===== config.mk =====
export PLATFORM = sky130hd
export DESIGN_NAME = ufm_mode_ctl
export DESIGN_NICKNAME = d
export VERILOG_FILES = /design/src/core/ufm_mode_ctl.v
export VERILOG_INCLUDE_DIRS = /design/src /design/src/core
export SDC_FILE = /design/constraint.sdc
export NUM_CORES = 1
export LEC_CHECK = 0
export BUFFER_PORTS_ARGS = -buffer_cell sky130_fd_sc_hd__buf_2
export CAP_MARGIN = 40
export CORE_ASPECT_RATIO = 1.25
export CORE_MARGIN = 2
export CORE_UTILIZATION = 45
export CTS_CLUSTER_DIAMETER = 60
export DETAILED_ROUTE_END_ITERATION = 16
export PLACE_DENSITY_LB_ADDON = 0.1
export SLEW_MARGIN = 5
export SYNTH_ARGS = -nofsm -noshare
export SYNTH_HDL_FRONTEND = slang
export SYNTH_SLANG_ARGS = --single-unit

===== constraint.sdc =====
create_clock -name CLOCK_IN -period 6.3 [get_ports CLOCK_IN]
set_clock_uncertainty 0.2 [all_clocks]
set_input_delay 0.315 -clock CLOCK_IN [delete_from_list [all_inputs] [get_ports CLOCK_IN]]
set_output_delay 0.315 -clock CLOCK_IN [all_outputs]
set_load 0.05 [all_outputs]

===== src/core/ufm_consts.vh =====
// Purpose: constants for the channel mode, fifo threshold and watchdog block
// Assumes: 4-bit register address, 8-bit data
// Notes: definitions only
`ifndef UFM_CONSTS_VH
`define UFM_CONSTS_VH

// register offsets
`define UFM_OFS_MODE 4'h0
`define UFM_OFS_CMD 4'h1
`define UFM_OFS_STATUS 4'h2
`define UFM_OFS_IRQ_STAT 4'h3
`define UFM_OFS_IRQ_MASK 4'h4

// reset values
`define UFM_RST_MODE0 8'h00
`define UFM_RST_MODE1 8'h00
`define UFM_RST_MODE2 8'h00
`define UFM_RST_MASK 8'h00

// fifo_irq_baud_mode fields
`define UFM_M0_IDLE_EN 7
`define UFM_M0_RX_THR_HI 6
`define UFM_M0_TX_THR_HI 5
`define UFM_M0_TX_THR_LO 4
`define UFM_M0_DEPTH 3
`define UFM_M0_RATE_HI 2
`define UFM_M0_RATE_LO 0
// char_format_mode field
`define UFM_M1_RX_THR_LO 6

// mode pointer values
`define UFM_PTR_M0 2'h0
`define UFM_PTR_M1 2'h1
`define UFM_PTR_M2 2'h2

// channel command codes (bits 7:4 of the command register)
`define UFM_CMD_MSB 7
`define UFM_CMD_LSB 4
`define UFM_CMD_PTR_M1 4'h1
`define UFM_CMD_PTR_M0 4'hb

// rate group codes
`define UFM_RATE_NORMAL 3'h0
`define UFM_RATE_EXT_A 3'h1
`define UFM_RATE_EXT_B 3'h4

// fifo depths and threshold levels
`define UFM_DEPTH_SMALL 5'h08
`define UFM_DEPTH_LARGE 5'h10
`define UFM_RX_S1 5'h03
`define UFM_RX_S2 5'h06
`define UFM_RX_L1 5'h08
`define UFM_RX_L2 5'h0c
`define UFM_TX_S1 5'h04
`define UFM_TX_S2 5'h06
`define UFM_TX_L1 5'h08
`define UFM_TX_L2 5'h0c

// receive idle watchdog, counted in receiver 1x bit periods
`define UFM_IDLE_BITS 7'h40

// status register bit positions
`define UFM_ST_RX_HAS_CHAR 0
`define UFM_ST_RX_FULL 1
`define UFM_ST_TX_SPACE 2
`define UFM_ST_TX_DRAINED 3
`define UFM_ST_IDLE_FIRED 4

// interrupt status bit positions
`define UFM_IS_TX 0
`define UFM_IS_RX 1
`define UFM_IS_IDLE 2

`endif


===== src/core/ufm_mode_ctl.v =====
// Purpose: mode register pointer, fifo interrupt thresholds, depth and rate
//          group selection and the receive idle watchdog of one channel
// Assumes: fifo counts and access strobes come from the fifo logic, all
//          synchronous to CLOCK_IN; RX_BIT_TICK_IN pulses once per 1x bit time
// Notes: register read data appear in the cycle after the read strobe only
//        watchdog only runs while the receive fifo holds data
//        thresholds and depth switch over at a safe moment only
//
// Strobed register access was decided locally.
`timescale 1ns/1ps
`include "ufm_consts.vh"

module ufm_mode_ctl (
    input wire CLOCK_IN,              // 10 MHz system clock
    input wire RST_IN,                // asynchronous reset, active high
    input wire [3:0] ADDR_IN,         // register address
    input wire [7:0] WDATA_IN,        // register write data
    input wire WR_IN,                 // register write strobe
    input wire RD_IN,                 // register read strobe
    output reg [7:0] RDATA_OUT,       // read data, cycle after read strobe
    input wire [4:0] RX_COUNT_IN,     // bytes held in receive fifo
    input wire [4:0] TX_COUNT_IN,     // bytes held in transmit fifo
    input wire RX_FIFO_RD_IN,         // receive fifo read strobe
    input wire RX_FIFO_WR_IN,         // receive fifo write strobe
    input wire TX_FIFO_RD_IN,         // transmit fifo read strobe
    input wire TX_FIFO_WR_IN,         // transmit fifo write strobe
    input wire RX_BIT_TICK_IN,        // one pulse per receiver 1x bit period
    input wire TX_ENABLE_IN,          // transmitter enabled
    output reg RX_IRQ_LEVEL_OUT,      // receiver interrupt request
    output reg TX_IRQ_LEVEL_OUT,      // transmitter interrupt request
    output reg QUEUE_DEPTH_SEL_OUT,   // 0: 8-byte fifos, 1: 16-byte fifos
    output reg [2:0] RATE_GROUP_OUT,  // baud rate group code
    output reg [7:0] CHAR_FORMAT_OUT, // char_format_mode contents
    output reg [7:0] LINE_MODE_OUT,   // line_mode_reg contents
    output reg IRQ_OUT                // masked interrupt, level
);

    // ==========================================================
    // storage
    reg [7:0] fifo_irq_baud_mode_ff;
    reg [7:0] char_format_mode_ff;
    reg [7:0] line_mode_reg_ff;
    reg [1:0] mode_ptr_ff;
    reg [1:0] act_rx_thr_ff;
    reg [1:0] act_tx_thr_ff;
    reg act_depth_ff;
    reg [6:0] idle_cnt_ff;
    reg idle_fired_ff;
    reg [2:0] irq_stat_ff;
    reg [2:0] irq_mask_ff;
    reg rx_req_d_ff;
    reg tx_req_d_ff;

    reg [1:0] nxt_mode_ptr;
    reg [4:0] rx_level;
    reg [4:0] tx_level;
    reg [4:0] depth;
    reg [4:0] tx_empty;
    reg rx_met;
    reg tx_met;
    reg [7:0] nxt_rdata;
    reg [7:0] status_word;
    reg [7:0] mode_word;
    genvar g;

    wire mode_wr = WR_IN && (ADDR_IN == `UFM_OFS_MODE);
    wire mode_rd = RD_IN && (ADDR_IN == `UFM_OFS_MODE);
    wire cmd_wr = WR_IN && (ADDR_IN == `UFM_OFS_CMD);
    wire [3:0] cmd_code = WDATA_IN[`UFM_CMD_MSB:`UFM_CMD_LSB];
    wire ptr_to_m1 = cmd_wr && (cmd_code == `UFM_CMD_PTR_M1);
    wire ptr_to_m0 = cmd_wr && (cmd_code == `UFM_CMD_PTR_M0);
    wire stat_wr = WR_IN && (ADDR_IN == `UFM_OFS_IRQ_STAT);
    wire fifo_access = RX_FIFO_RD_IN | RX_FIFO_WR_IN | TX_FIFO_RD_IN | TX_FIFO_WR_IN;
    wire rx_access = RX_FIFO_RD_IN | RX_FIFO_WR_IN;
    wire fifos_empty = (RX_COUNT_IN == 5'h00) && (TX_COUNT_IN == 5'h00);
    wire shadow_load = fifos_empty || fifo_access;
    wire idle_en = fifo_irq_baud_mode_ff[`UFM_M0_IDLE_EN];
    wire [1:0] rx_thr_code = {fifo_irq_baud_mode_ff[`UFM_M0_RX_THR_HI],
                              char_format_mode_ff[`UFM_M1_RX_THR_LO]};
    wire [1:0] tx_thr_code = fifo_irq_baud_mode_ff[`UFM_M0_TX_THR_HI:`UFM_M0_TX_THR_LO];
    wire rx_req = rx_met | idle_fired_ff;
    wire tx_req = tx_met & TX_ENABLE_IN;
    wire idle_hit = RX_BIT_TICK_IN && (idle_cnt_ff == `UFM_IDLE_BITS - 7'h01);
    wire idle_set = idle_en && !rx_access && !idle_fired_ff && idle_hit
                    && (RX_COUNT_IN != 5'h00);
    wire [2:0] irq_event = {idle_set,
                            rx_req & ~rx_req_d_ff,
                            tx_req & ~tx_req_d_ff};
    wire irq_any = |(irq_stat_ff & irq_mask_ff);

    // ==========================================================
    // mode pointer sequencing
    always @* begin
        nxt_mode_ptr = mode_ptr_ff;
        if (ptr_to_m1) begin
            nxt_mode_ptr = `UFM_PTR_M1;
        end else if (ptr_to_m0) begin
            nxt_mode_ptr = `UFM_PTR_M0;
        end else if (mode_wr || mode_rd) begin
            case (mode_ptr_ff)
                `UFM_PTR_M0: nxt_mode_ptr = `UFM_PTR_M1;
                `UFM_PTR_M1: nxt_mode_ptr = `UFM_PTR_M2;
                // mode two is the end of the chain
                default: nxt_mode_ptr = `UFM_PTR_M2;
            endcase
        end
    end

    always @(posedge CLOCK_IN or posedge RST_IN) begin
        if (RST_IN) begin
            mode_ptr_ff <= `UFM_PTR_M1;
        end else begin
            mode_ptr_ff <= nxt_mode_ptr;
        end
    end

    // ==========================================================
    // mode register storage, one address shared through the pointer
    always @(posedge CLOCK_IN or posedge RST_IN) begin
        if (RST_IN) begin
            fifo_irq_baud_mode_ff <= `UFM_RST_MODE0;
            char_format_mode_ff <= `UFM_RST_MODE1;
            line_mode_reg_ff <= `UFM_RST_MODE2;
        end else if (mode_wr) begin
            case (mode_ptr_ff)
                `UFM_PTR_M0: fifo_irq_baud_mode_ff <= WDATA_IN;
                `UFM_PTR_M1: char_format_mode_ff <= WDATA_IN;
                default: line_mode_reg_ff <= WDATA_IN;
            endcase
        end
    end

    // ==========================================================
    // thresholds take effect only at a safe moment
    // a swap mid-fill would move the request without any fifo event
    always @(posedge CLOCK_IN or posedge RST_IN) begin
        if (RST_IN) begin
            act_rx_thr_ff <= 2'h0;
        end else if (shadow_load) begin
            act_rx_thr_ff <= rx_thr_code;
        end
    end

    always @(posedge CLOCK_IN or posedge RST_IN) begin
        if (RST_IN) begin
            act_tx_thr_ff <= 2'h0;
        end else if (shadow_load) begin
            act_tx_thr_ff <= tx_thr_code;
        end
    end

    always @(posedge CLOCK_IN or posedge RST_IN) begin
        if (RST_IN) begin
            act_depth_ff <= 1'b0;
        end else if (shadow_load) begin
            act_depth_ff <= fifo_irq_baud_mode_ff[`UFM_M0_DEPTH];
        end
    end

    // ==========================================================
    // fill level compare
    always @* begin
        depth = act_depth_ff ? `UFM_DEPTH_LARGE : `UFM_DEPTH_SMALL;
        tx_empty = depth - TX_COUNT_IN;
    end

    // ==========================================================
    // receive level per threshold code
    always @* begin
        case (act_rx_thr_ff)
            2'h0: rx_level = 5'h01;
            2'h1: rx_level = act_depth_ff ? `UFM_RX_L1 : `UFM_RX_S1;
            2'h2: rx_level = act_depth_ff ? `UFM_RX_L2 : `UFM_RX_S2;
            default: rx_level = depth;
        endcase
        rx_met = (RX_COUNT_IN >= rx_level);
    end

    // ==========================================================
    // transmit empty positions per threshold code
    always @* begin
        case (act_tx_thr_ff)
            2'h0: tx_level = depth;
            2'h1: tx_level = act_depth_ff ? `UFM_TX_L1 : `UFM_TX_S1;
            2'h2: tx_level = act_depth_ff ? `UFM_TX_L2 : `UFM_TX_S2;
            default: tx_level = 5'h01;
        endcase
        tx_met = (TX_COUNT_IN <= depth) && (tx_empty >= tx_level);
    end

    // ==========================================================
    // receive idle watchdog
    always @(posedge CLOCK_IN or posedge RST_IN) begin
        if (RST_IN) begin
            idle_cnt_ff <= 7'h00;
        end else if (!idle_en || rx_access) begin
            idle_cnt_ff <= 7'h00;
        end else if (RX_COUNT_IN == 5'h00) begin
            idle_cnt_ff <= 7'h00;
        end else if (idle_hit) begin
            idle_cnt_ff <= 7'h00;
        end else if (RX_BIT_TICK_IN) begin
            idle_cnt_ff <= idle_cnt_ff + 7'h01;
        end
    end

    // ==========================================================
    // expiry flag, held until the receive fifo is touched or the watchdog is disabled
    always @(posedge CLOCK_IN or posedge RST_IN) begin
        if (RST_IN) begin
            idle_fired_ff <= 1'b0;
        end else if (!idle_en) begin
            idle_fired_ff <= 1'b0;
        end else if (rx_access) begin
            idle_fired_ff <= 1'b0;
        end else if (idle_set) begin
            idle_fired_ff <= 1'b1;
        end
    end

    // ==========================================================
    // sticky interrupt status and mask
    always @(posedge CLOCK_IN or posedge RST_IN) begin
        if (RST_IN) begin
            rx_req_d_ff <= 1'b0;
            tx_req_d_ff <= 1'b0;
        end else begin
            rx_req_d_ff <= rx_req;
            tx_req_d_ff <= tx_req;
        end
    end

    always @(posedge CLOCK_IN or posedge RST_IN) begin
        if (RST_IN) begin
            irq_mask_ff <= 3'h0;
        end else if (WR_IN && (ADDR_IN == `UFM_OFS_IRQ_MASK)) begin
            irq_mask_ff <= WDATA_IN[2:0];
        end
    end

    // one sticky bit per source; set wins over a same-cycle clear
    generate
        for (g = 0; g < 3; g = g + 1) begin : g_stat
            always @(posedge CLOCK_IN or posedge RST_IN) begin
                if (RST_IN) begin
                    irq_stat_ff[g] <= 1'b0;
                end else if (irq_event[g]) begin
                    irq_stat_ff[g] <= 1'b1;
                end else if (stat_wr && WDATA_IN[g]) begin
                    irq_stat_ff[g] <= 1'b0;
                end
            end
        end
    endgenerate

    // ==========================================================
    // mode register selected by the pointer
    always @* begin
        case (mode_ptr_ff)
            `UFM_PTR_M0: mode_word = fifo_irq_baud_mode_ff;
            `UFM_PTR_M1: mode_word = char_format_mode_ff;
            default: mode_word = line_mode_reg_ff;
        endcase
    end

    // ==========================================================
    // channel status word
    always @* begin
        status_word = 8'h00;
        status_word[`UFM_ST_RX_HAS_CHAR] = (RX_COUNT_IN != 5'h00) | idle_fired_ff;
        status_word[`UFM_ST_RX_FULL] = (RX_COUNT_IN >= depth);
        status_word[`UFM_ST_TX_SPACE] = (TX_COUNT_IN < depth);
        status_word[`UFM_ST_TX_DRAINED] = (TX_COUNT_IN == 5'h00);
        status_word[`UFM_ST_IDLE_FIRED] = idle_fired_ff;
    end

    // ==========================================================
    // read data
    always @* begin
        nxt_rdata = 8'h00;
        if (RD_IN) begin
            case (ADDR_IN)
                `UFM_OFS_MODE: nxt_rdata = mode_word;
                `UFM_OFS_STATUS: nxt_rdata = status_word;
                `UFM_OFS_IRQ_STAT: nxt_rdata = {5'h00, irq_stat_ff};
                `UFM_OFS_IRQ_MASK: nxt_rdata = {5'h00, irq_mask_ff};
                default: nxt_rdata = 8'h00;
            endcase
        end
    end

    // ==========================================================
    // registered outputs
    always @(posedge CLOCK_IN or posedge RST_IN) begin
        if (RST_IN) begin
            RDATA_OUT <= 8'h00;
        end else begin
            RDATA_OUT <= nxt_rdata;
        end
    end

    always @(posedge CLOCK_IN or posedge RST_IN) begin
        if (RST_IN) begin
            RX_IRQ_LEVEL_OUT <= 1'b0;
        end else begin
            RX_IRQ_LEVEL_OUT <= rx_req;
        end
    end

    always @(posedge CLOCK_IN or posedge RST_IN) begin
        if (RST_IN) begin
            TX_IRQ_LEVEL_OUT <= 1'b0;
        end else begin
            TX_IRQ_LEVEL_OUT <= tx_req;
        end
    end

    always @(posedge CLOCK_IN or posedge RST_IN) begin
        if (RST_IN) begin
            QUEUE_DEPTH_SEL_OUT <= 1'b0;
        end else begin
            QUEUE_DEPTH_SEL_OUT <= act_depth_ff;
        end
    end

    always @(posedge CLOCK_IN or posedge RST_IN) begin
        if (RST_IN) begin
            RATE_GROUP_OUT <= `UFM_RATE_NORMAL;
        end else begin
            RATE_GROUP_OUT <= fifo_irq_baud_mode_ff[`UFM_M0_RATE_HI:`UFM_M0_RATE_LO];
        end
    end

    always @(posedge CLOCK_IN or posedge RST_IN) begin
        if (RST_IN) begin
            CHAR_FORMAT_OUT <= `UFM_RST_MODE1;
        end else begin
            CHAR_FORMAT_OUT <= char_format_mode_ff;
        end
    end

    always @(posedge CLOCK_IN or posedge RST_IN) begin
        if (RST_IN) begin
            LINE_MODE_OUT <= `UFM_RST_MODE2;
        end else begin
            LINE_MODE_OUT <= line_mode_reg_ff;
        end
    end

    always @(posedge CLOCK_IN or posedge RST_IN) begin
        if (RST_IN) begin
            IRQ_OUT <= 1'b0;
        end else begin
            IRQ_OUT <= irq_any;
        end
    end

endmodule


After elaboration in Yosys (flattened, before gate mapping) --
Index checks and enable logic that the tools add are counted.
Cells by class: $add $sub $neg 2, order comparisons 5, equal/unequal tests 13, mux-type cells 26, bitwise gates (word level) 12, reduce and logical (&&, ||, !) cells 40
Operator list (count):
- case mux 8 bit (4 select lines) | 1
- case mux 5 bit (3 select lines) | 2
- two-way mux 7 bit | 4
- logical AND 1 bit | 17
- case mux 8 bit (2 select lines) | 1
- >= comparator 5 bit | 3
- two-way mux 4 bit | 3
- logical NOT 5 bit | 2
- two-way mux 1 bit | 9
- == test 4 x 1 -> 1 bit, second input constant | 2
- == test 4 x 2 -> 1 bit, second input constant | 2
- two-way mux 2 bit | 4
- two-way mux 8 bit | 1
- adder 7 x 1 -> 7 bit, second input constant | 1
- == test 7 x 6 -> 1 bit, second input constant | 1
- == test 2 x 1 -> 1 bit, second input constant | 3
- logical NOT 2 bit | 3
- AND reduction 2 bit | 3
- nonzero test 2 bit | 3
- <= comparator 5 bit | 1
- < comparator 5 bit | 1
- two-way mux 5 bit | 1
- OR 1 bit | 5
- nonzero test 5 bit | 1
- 15 further kinds | 24
Word-level totals: register bits 76, input port bits 32, output and inout port bits 31, word-level logic and storage cells 119

Longest topological paths before layout --
Gate-level depths: netlist (run 1).
depth after elaboration 9, depth in mapped cells 9, mapped depth without buffers 8

Worst setup path after synthesis (run 1) --
No wires, ideal clock.
kind flip-flop to flip-flop, start register act_depth_ff, end register irq_stat_ff[0], arrival time 2012 ps, setup slack 3946 ps, stages on the path, launching flop included 10, path through dfrtp_1 > clkbuf_1 > inv_1 > ha_1 > a31oi_1 > xnor2_1 > ha_1 > a21o_1 > a31oi_1 > o31ai_1
On the way: word-level cells in the longest chain between the ends 7, elaborated cells between the ends (all ways) 12, those cells by class add/sub (1); order compare (2); mux (5); bitwise (2); reduce/logical (2)
RTL lines:
- start, declared | line ufm_mode_ctl.v:46 | reg act_depth_ff;
- start signal, assigned | line ufm_mode_ctl.v:156 | act_depth_ff <= fifo_irq_baud_mode_ff[`UFM_M0_DEPTH];
- two-way mux 5 bit (no line) / two-way mux 4 bit (equally long branches)
- subtractor 5 bit / case mux 5 bit (3 select lines) (equally long branches) | line ufm_mode_ctl.v:164, ufm_mode_ctl.v:182
- >= comparator 5 bit | line ufm_mode_ctl.v:188 | tx_met = (TX_COUNT_IN <= depth) && (tx_empty >= tx_level);
- logical AND 1 bit (*) | line ufm_mode_ctl.v:188
- bitwise AND 1 bit (*) | line ufm_mode_ctl.v:82 | wire tx_req = tx_met & TX_ENABLE_IN;
- bitwise AND 1 bit (*) | line ufm_mode_ctl.v:88 | tx_req & ~tx_req_d_ff};
- two-way mux 1 bit / nonzero test 2 bit (equally long branches)
- end signal, assigned by index | line ufm_mode_ctl.v:246 | irq_stat_ff[g] <= 1'b0;
- end signal, assigned by index | line ufm_mode_ctl.v:248 | irq_stat_ff[g] <= 1'b1;
- end signal, assigned by index | line ufm_mode_ctl.v:250 | irq_stat_ff[g] <= 1'b0;
- end, declared | line ufm_mode_ctl.v:49 | reg [2:0] irq_stat_ff;
Mark *: on every way between the ends. The rest lies on a longest branch, timed or not. A chain may end at the register's enable or synchronous reset.

Worst setup path after layout (run 1) --
Ends and elaborated chain as after synthesis.

==> results of run 1 <==
-- flip-flops by register name, summed over array words and instances, names as in the netlist, 2 cells and up --
name and flops:
mode_ptr_ff 2, act_rx_thr_ff 2, irq_mask_ff 3, act_tx_thr_ff 2
idle_cnt_ff 7, fifo_irq_baud_mode_ff 8, LINE_MODE_OUT 8, RATE_GROUP_OUT 3
CHAR_FORMAT_OUT 8, irq_stat_ff 3, line_mode_reg_ff 8, RDATA_OUT 8
char_format_mode_ff 8
-- logic make-up (layout without fill, tap and decap cells) --
family | after synthesis | in the layout | synth area share [%]
simple gates | 88 | 88 | 13.47
flops | 76 | 76 | 53.37
compound gates | 56 | 56 | 10.04
mux | 43 | 43 | 13.19
buf+inv | 19 | 93 | 2.351
fa+ha+maj | 16 | 16 | 5.614
xor+xnor | 8 | 8 | 1.965
-- final cells by class --
type                    count  area (um2)
clock buffers              10       127.6
clock inverters             6       87.58
fillers                   704        3530
inverters                  11       41.29
multi-input cells         211        1579
flip-flops and latches     76        1903
well taps                  95       118.9
repair buffers             66       360.3
-- final timing paths --
check                                                startpoint                                    to  slack [ns]  cells after the start
worst min-delay path                                WDATA_IN[3]  fifo_irq_baud_mode_ff[3]$_DFFE_PP0P_        0.03                      2
min in group asynchronous                                RST_IN            LINE_MODE_OUT[7]$_DFF_PP0_        0.31                      4
worst max register to register         act_depth_ff$_DFFE_PP0P_            irq_stat_ff[0]$_DFFE_PP0P_        3.88                      8
worst min register to register  line_mode_reg_ff[0]$_DFFE_PP0P_            LINE_MODE_OUT[0]$_DFF_PP0_        0.20                      0
worst max-delay path                   act_depth_ff$_DFFE_PP0P_            irq_stat_ff[0]$_DFFE_PP0P_        3.88                      8
max in group asynchronous                                RST_IN            mode_ptr_ff[0]$_DFFE_PP1P_        4.99                      5
-- layout by cell type (no fill, tap or decap), types with 2 or more instances in the layout --
cell,count
a211o_1,2
mux2_2,32
xor2_1,5
o21ai_0,13
nor2_1,24
a31oi_1,5
nand4_1,2
inv_1,10
o31ai_1,2
nand3_1,8
buf_2,63
nor3_1,6
or2_2,3
ha_1,16
a22oi_1,2
clkinv_2,2
dfrtp_1,75
xnor2_1,3
bufinv_16,2
mux2i_1,11
clkbuf_8,9
or3_1,4
nor2b_1,4
a21oi_1,16
nand2b_1,3
a32oi_1,3
nand2_1,20
o22ai_1,2
-- where the power goes --
group          internal (mW)  total [mW]  switching (mW)
sequential             0.614       0.742           0.128
combinational          0.213       0.560           0.347
clock                  0.224       0.408           0.184
-- through the flow --
stage	util [%]	setup slack (ns)	std cells	total power [mW]
floorplan	-	3.848	306	1.169
global placement	51.11	3.961	456	1.301
detailed placement	51.53	3.873	458	1.318
CTS	54.44	3.872	475	1.724
global route	54.44	3.736	475	1.815
finish	54.44	3.879	475	1.710
-- timing repair --
action                     4_1_cts  5_1_grt
hold buffers                     1        0
setup endpoints to repair        0        0
hold endpoints to repair        13        0
-- layer usage --
layer  global-route usage [%]  vias up  wire, um
met3                    3.586       18       301
li1                         -     1241         -
met1                    23.58     1229      3328
met2                    29.43       59      3578
met4                    8.525        0       222
met5                        0        -         0
==> flow_summary_export.csv, run 1 <==
group,metric,value,unit
layout,synthToLayoutAreaGrowth,18.28,%
synth,synth.top_cells.by_area,"dfrtp_1, mux2_2, ha_1, mux2i_1, nor2_1",
setup_path,cp.arrival,2.46,ns
cts,post_cts_buffers,0,
drt,drt-initial-drc-count,104,
place,dpl.hpwl,5.522,mm
sta,max_freq,413.1,MHz
cts,clk_latency,0.34,ns
power,p_per_area,405.5,nW/um2
sta,finalWorstPathRequiredPeriod,2.421,ns
global_route,grt.overflow.total,0,
cts,numCtsBuffers,9,
sta,hold_ws,0.03334,ns
synth,seq_area_frac_synth,53.37,%
setup_path,cp.required,6.34,ns
synth,synthTopCellsByCount,"dfrtp_1, mux2_2, nor2_1, nand2_1",
synth,yosysTopAreaCell,"dfrtp_1",
setup_path,slowest_delay,0.51,ns
setup_path,crit_slowest_cell,"dfrtp_1",
layout,nets,423,
power,peakVddDrop,0.2043,mV
global_route,antenna_found_initial,0,
floorplanning,initial_core_util,46.03,%
drt,routed_wirelength,7.430,mm
cts,cts_resized,0,
setup_path,startpoint_type,"flop",
synth,synth-edff-count,0,
synth,ys_types,54,
cts,cts.sinks,76,
drt,vias,2547,
synth,ys_ff_latch,76,
layout,antennaDiodeCount,0,
drt,ant_nets,0,
global_route,gr-usage-all-layers,18.22,%
cts,cts_root_buf,"clkbuf_8",
sta,rsz0062_at_grt,"false",
setup_path,crit_path_end_kind,"flop",
synth,ys_warn_count,0,
floorplanning,die_h,103.5,um
cts,clk_pin_slew_worst_paths,0.08,ns
place,dpl_cell_area,3993,um2
floorplanning,die_area,8657,um2
drt,drc,0,
synth,async_flop_share,100.0,%
global_route,grt_pass1_wl,12.45,mm
place,port_buffers,62,
floorplanning,core_area,7747,um2
synth,synth_top_area_share,52.63,%
setup_path,critPathMaxFanout,10,
sta,period_share,38.42,%
setup_path,path_buf_inv,1,
drt,dr.pass1.iters,4,
synth,synthCells,306,
place,gp_congestion,0.8604,
drt,wl_per_cell,15.64,um
sta,tns,0,ns
sta,slew_headroom,52.41,%
cts,htreeDepth,3,
global_route,grt_pass1_vias,2498,
sta,report.final.setup_viol,0,
sta,tightest_slew,0.7139,ns
job,cap_violations,0,
global_route,grt_max_degree,64,
hold_path,min_path_type,"in -> reg",
synth,netlist_area,3566,um2
floorplanning,fp-row-count,36,
floorplanning,fp.dieW,83.62,um
synth,synthesis.nets,354,
setup_path,crit_family,"compound AO/OA/AOI/OAI gates",
synth,synth.most_common_cell,"dfrtp_1",
layout,drive_gt1_share,32.89,%
floorplanning,pin_count,63,
run_status,status,"finished clean",
cts,cts_buffer_depth,2,
setup_path,path_class,"reg -> reg",
sta,maxSlewViolCount,0,
layout,finalInstanceArea,4218,um2
drt,via_per_inst,5.362,
power,leakage,2.065,nW
synth,dominantRegCellSynth,"dfrtp_1",
setup_path,cp_cell_sequence,"inv_1, ha_1, a31oi_1, xnor2_1, ha_1, a21o_1, a31oi_1, o31ai_1",
cts,cts_tree,"yes",
synth,syn_area_per_cell,11.65,um2
sta,final-hold-violation-count,0,
(Power assumes the default switching activity.)
==> run 2, diff against run 1 <==
==> constraint.sdc (replaced) <==
create_clock -name CLOCK_IN -period 2.2 [get_ports CLOCK_IN]
set_clock_uncertainty 0.2 [all_clocks]
set_input_delay 0.11 -clock CLOCK_IN [delete_from_list [all_inputs] [get_ports CLOCK_IN]]
set_output_delay 0.11 -clock CLOCK_IN [all_outputs]
set_load 0.05 [all_outputs]
==> flow_summary_export.csv, run 2 (same netlist as run 1, synthesis figures left out) <==
group,metric,value,unit
drt,dr.pass1.iters,4,
power,leakage,2.171,nW
place,dp_cells,467,
global_route,grt_max_degree,77,
floorplanning,core_area,7747,um2
layout,final_common_cell,"dfrtp_1",
cts,cts_tree,"yes",
global_route,gr-usage-all-layers,19.07,%
power,power_frac_comb,36.0,%
sta,period_share,94.05,%
floorplanning,die_area,8657,um2
cts,clk_latency,0.35,ns
sta,tightest_slew,0.5601,ns
place,port_buffers,62,
layout,fillers,686,
global_route,antenna_found_initial,0,
setup_path,cp.required,2.24,ns
power,p_per_area,1112,nW/um2
hold_path,holdCritStartpoint,"TX_COUNT_IN[0]",
sta,fin_ws,0.1310,ns
drt,drc,0,
layout,nets,448,
hold_path,worstHoldPathCells,4,
floorplanning,die_h,103.5,um
floorplanning,fp-row-count,36,
sta,max_freq,483.3,MHz
power,cellInternalPower,3.005,mW
global_route,grt_pass1_vias,2699,
power,pwr-share-clk,22.2,%
layout,finalInstanceArea,4461,um2
sta,final-hold-violation-count,0,
setup_path,crit_path_end_kind,"flop",
setup_path,cp.arrival,2.10,ns
drt,wl_per_cell,15.34,um
place,dpl.hpwl,5.666,mm
layout,final_cell_mix,"dfrtp_1, buf_2, mux2_2",
drt,routed_wirelength,7.672,mm
sta,tns,0,ns
layout,synthToLayoutAreaGrowth,25.09,%
power,netSwitchingFraction,39.43,%
setup_path,r2r_cells,7,
drt,drt-initial-drc-count,142,
global_route,grt_pass1_wl,12.99,mm
cts,numCtsBuffers,9,
setup_path,r2r-start,"act_depth_ff$_DFFE_PP0P_",
cts,cts_root_buf,"clkbuf_8",
setup_path,critPathMaxFanout,6,
sta,hold_ws,0.03654,ns
cts,cts_buffer_depth,2,
power,finalPower,4.961,mW
sta,slew_headroom,62.48,%
run_status,status,"finished clean",
place,dpl_cell_area,4059,um2
layout,final_core_util,57.57,%
sta,finalWorstPathRequiredPeriod,2.069,ns
hold_path,min_path_type,"in -> reg",
setup_path,reg2reg_slack,0.13,ns
layout,antennaDiodeCount,0,
drt,via_per_inst,5.282,
hold_path,worstHoldEndpoint,"RDATA_OUT[2]$_DFF_PP0_",
cts,htreeDepth,3,
setup_path,path_class,"reg -> reg",
floorplanning,fp.dieW,83.62,um
cts,clk_pin_slew_worst_paths,0.09,ns
place,gp_congestion,0.8135,
job,cap_violations,0,
sta,report.final.setup_viol,0,
power,peakVddDrop,0.5740,mV
power,p_sw,1.956,mW
sta,rsz0062_at_grt,"false",
layout,instances_no_fill,500,
layout,drive_gt1_share,34.07,%
place,dp_slack,0.1355,ns
setup_path,startpoint_type,"flop",
drt,vias,2641,
global_route,grt.overflow.total,0,
floorplanning,pin_count,63,
drt,ant_nets,0,
cts,cts.sinks,76,
sta,maxSlewViolCount,0,
floorplanning,initial_core_util,46.03,%
power,seqPwrFrac,41.8,%
setup_path,reg2reg_to,"irq_stat_ff[0]$_DFFE_PP0P_",
run 2: how the worst max path moves through the flow:
| stage | startpoint | end | slack [ns] |
|---|---|---|---|
| floorplan | act_depth_ff$_DFFE_PP0P_ | irq_stat_ff[0]$_DFFE_PP0P_ | -0.02 |
| global placement | act_depth_ff$_DFFE_PP0P_ | irq_stat_ff[0]$_DFFE_PP0P_ | 0.16 |
| detailed placement | act_depth_ff$_DFFE_PP0P_ | irq_stat_ff[0]$_DFFE_PP0P_ | 0.14 |
| CTS | TX_COUNT_IN[1] | irq_stat_ff[0]$_DFFE_PP0P_ | 0.06 |
| global route | act_depth_ff$_DFFE_PP0P_ | irq_stat_ff[0]$_DFFE_PP0P_ | 0.01 |
| finish | act_depth_ff$_DFFE_PP0P_ | irq_stat_ff[0]$_DFFE_PP0P_ | 0.13 |
run 2: routing by layer:
layer  up-vias  part of all wire, %  track usage [%]
met4         0                  1.2            5.876
met1      1289                   43            24.43
met5         -                    0                0
met2        54                   51            32.29
met3         8                  4.0            4.143
li1       1290                    -                -
run 2: worst max-delay path, stage by stage, from the launching register on:
cell     delay [ns]
dfrtp_1        0.39
inv_2          0.05
buf_4          0.15
or3_1          0.38
ha_1           0.33
a21o_1         0.19
a31oi_2        0.17
o31ai_1        0.09
run 2: timing repair:
item,CTS,global route
resized for setup,0,5
hold buffers,18,0
setup endpoints to repair,0,4
setup buffers,0,0
hold endpoints to repair,126,0
run 2: layout make-up:
type                            count  area [um2]  area share (%)
Sequential cell                    76        1903           42.66
Multi-Input combinational cell    211        1597           35.79
Timing Repair Buffer               91       590.6           13.24
Clock buffer                        9       123.9           2.777
Tap cell                           95       118.9           2.665
Clock inverter                      7       82.58           1.851
Inverter                           11       45.04           1.010
run 2: power groups by stage:
stage	combinational [mW]	clock, mW	sequential, mW
3_3_place_gp	1.70	0	2.10
2_1_floorplan	0.910	0	2.44
5_1_grt	1.96	1.20	2.14
4_1_cts	1.76	1.14	2.08
6_report	1.78	1.10	2.07
3_5_place_dp	1.73	0	2.11
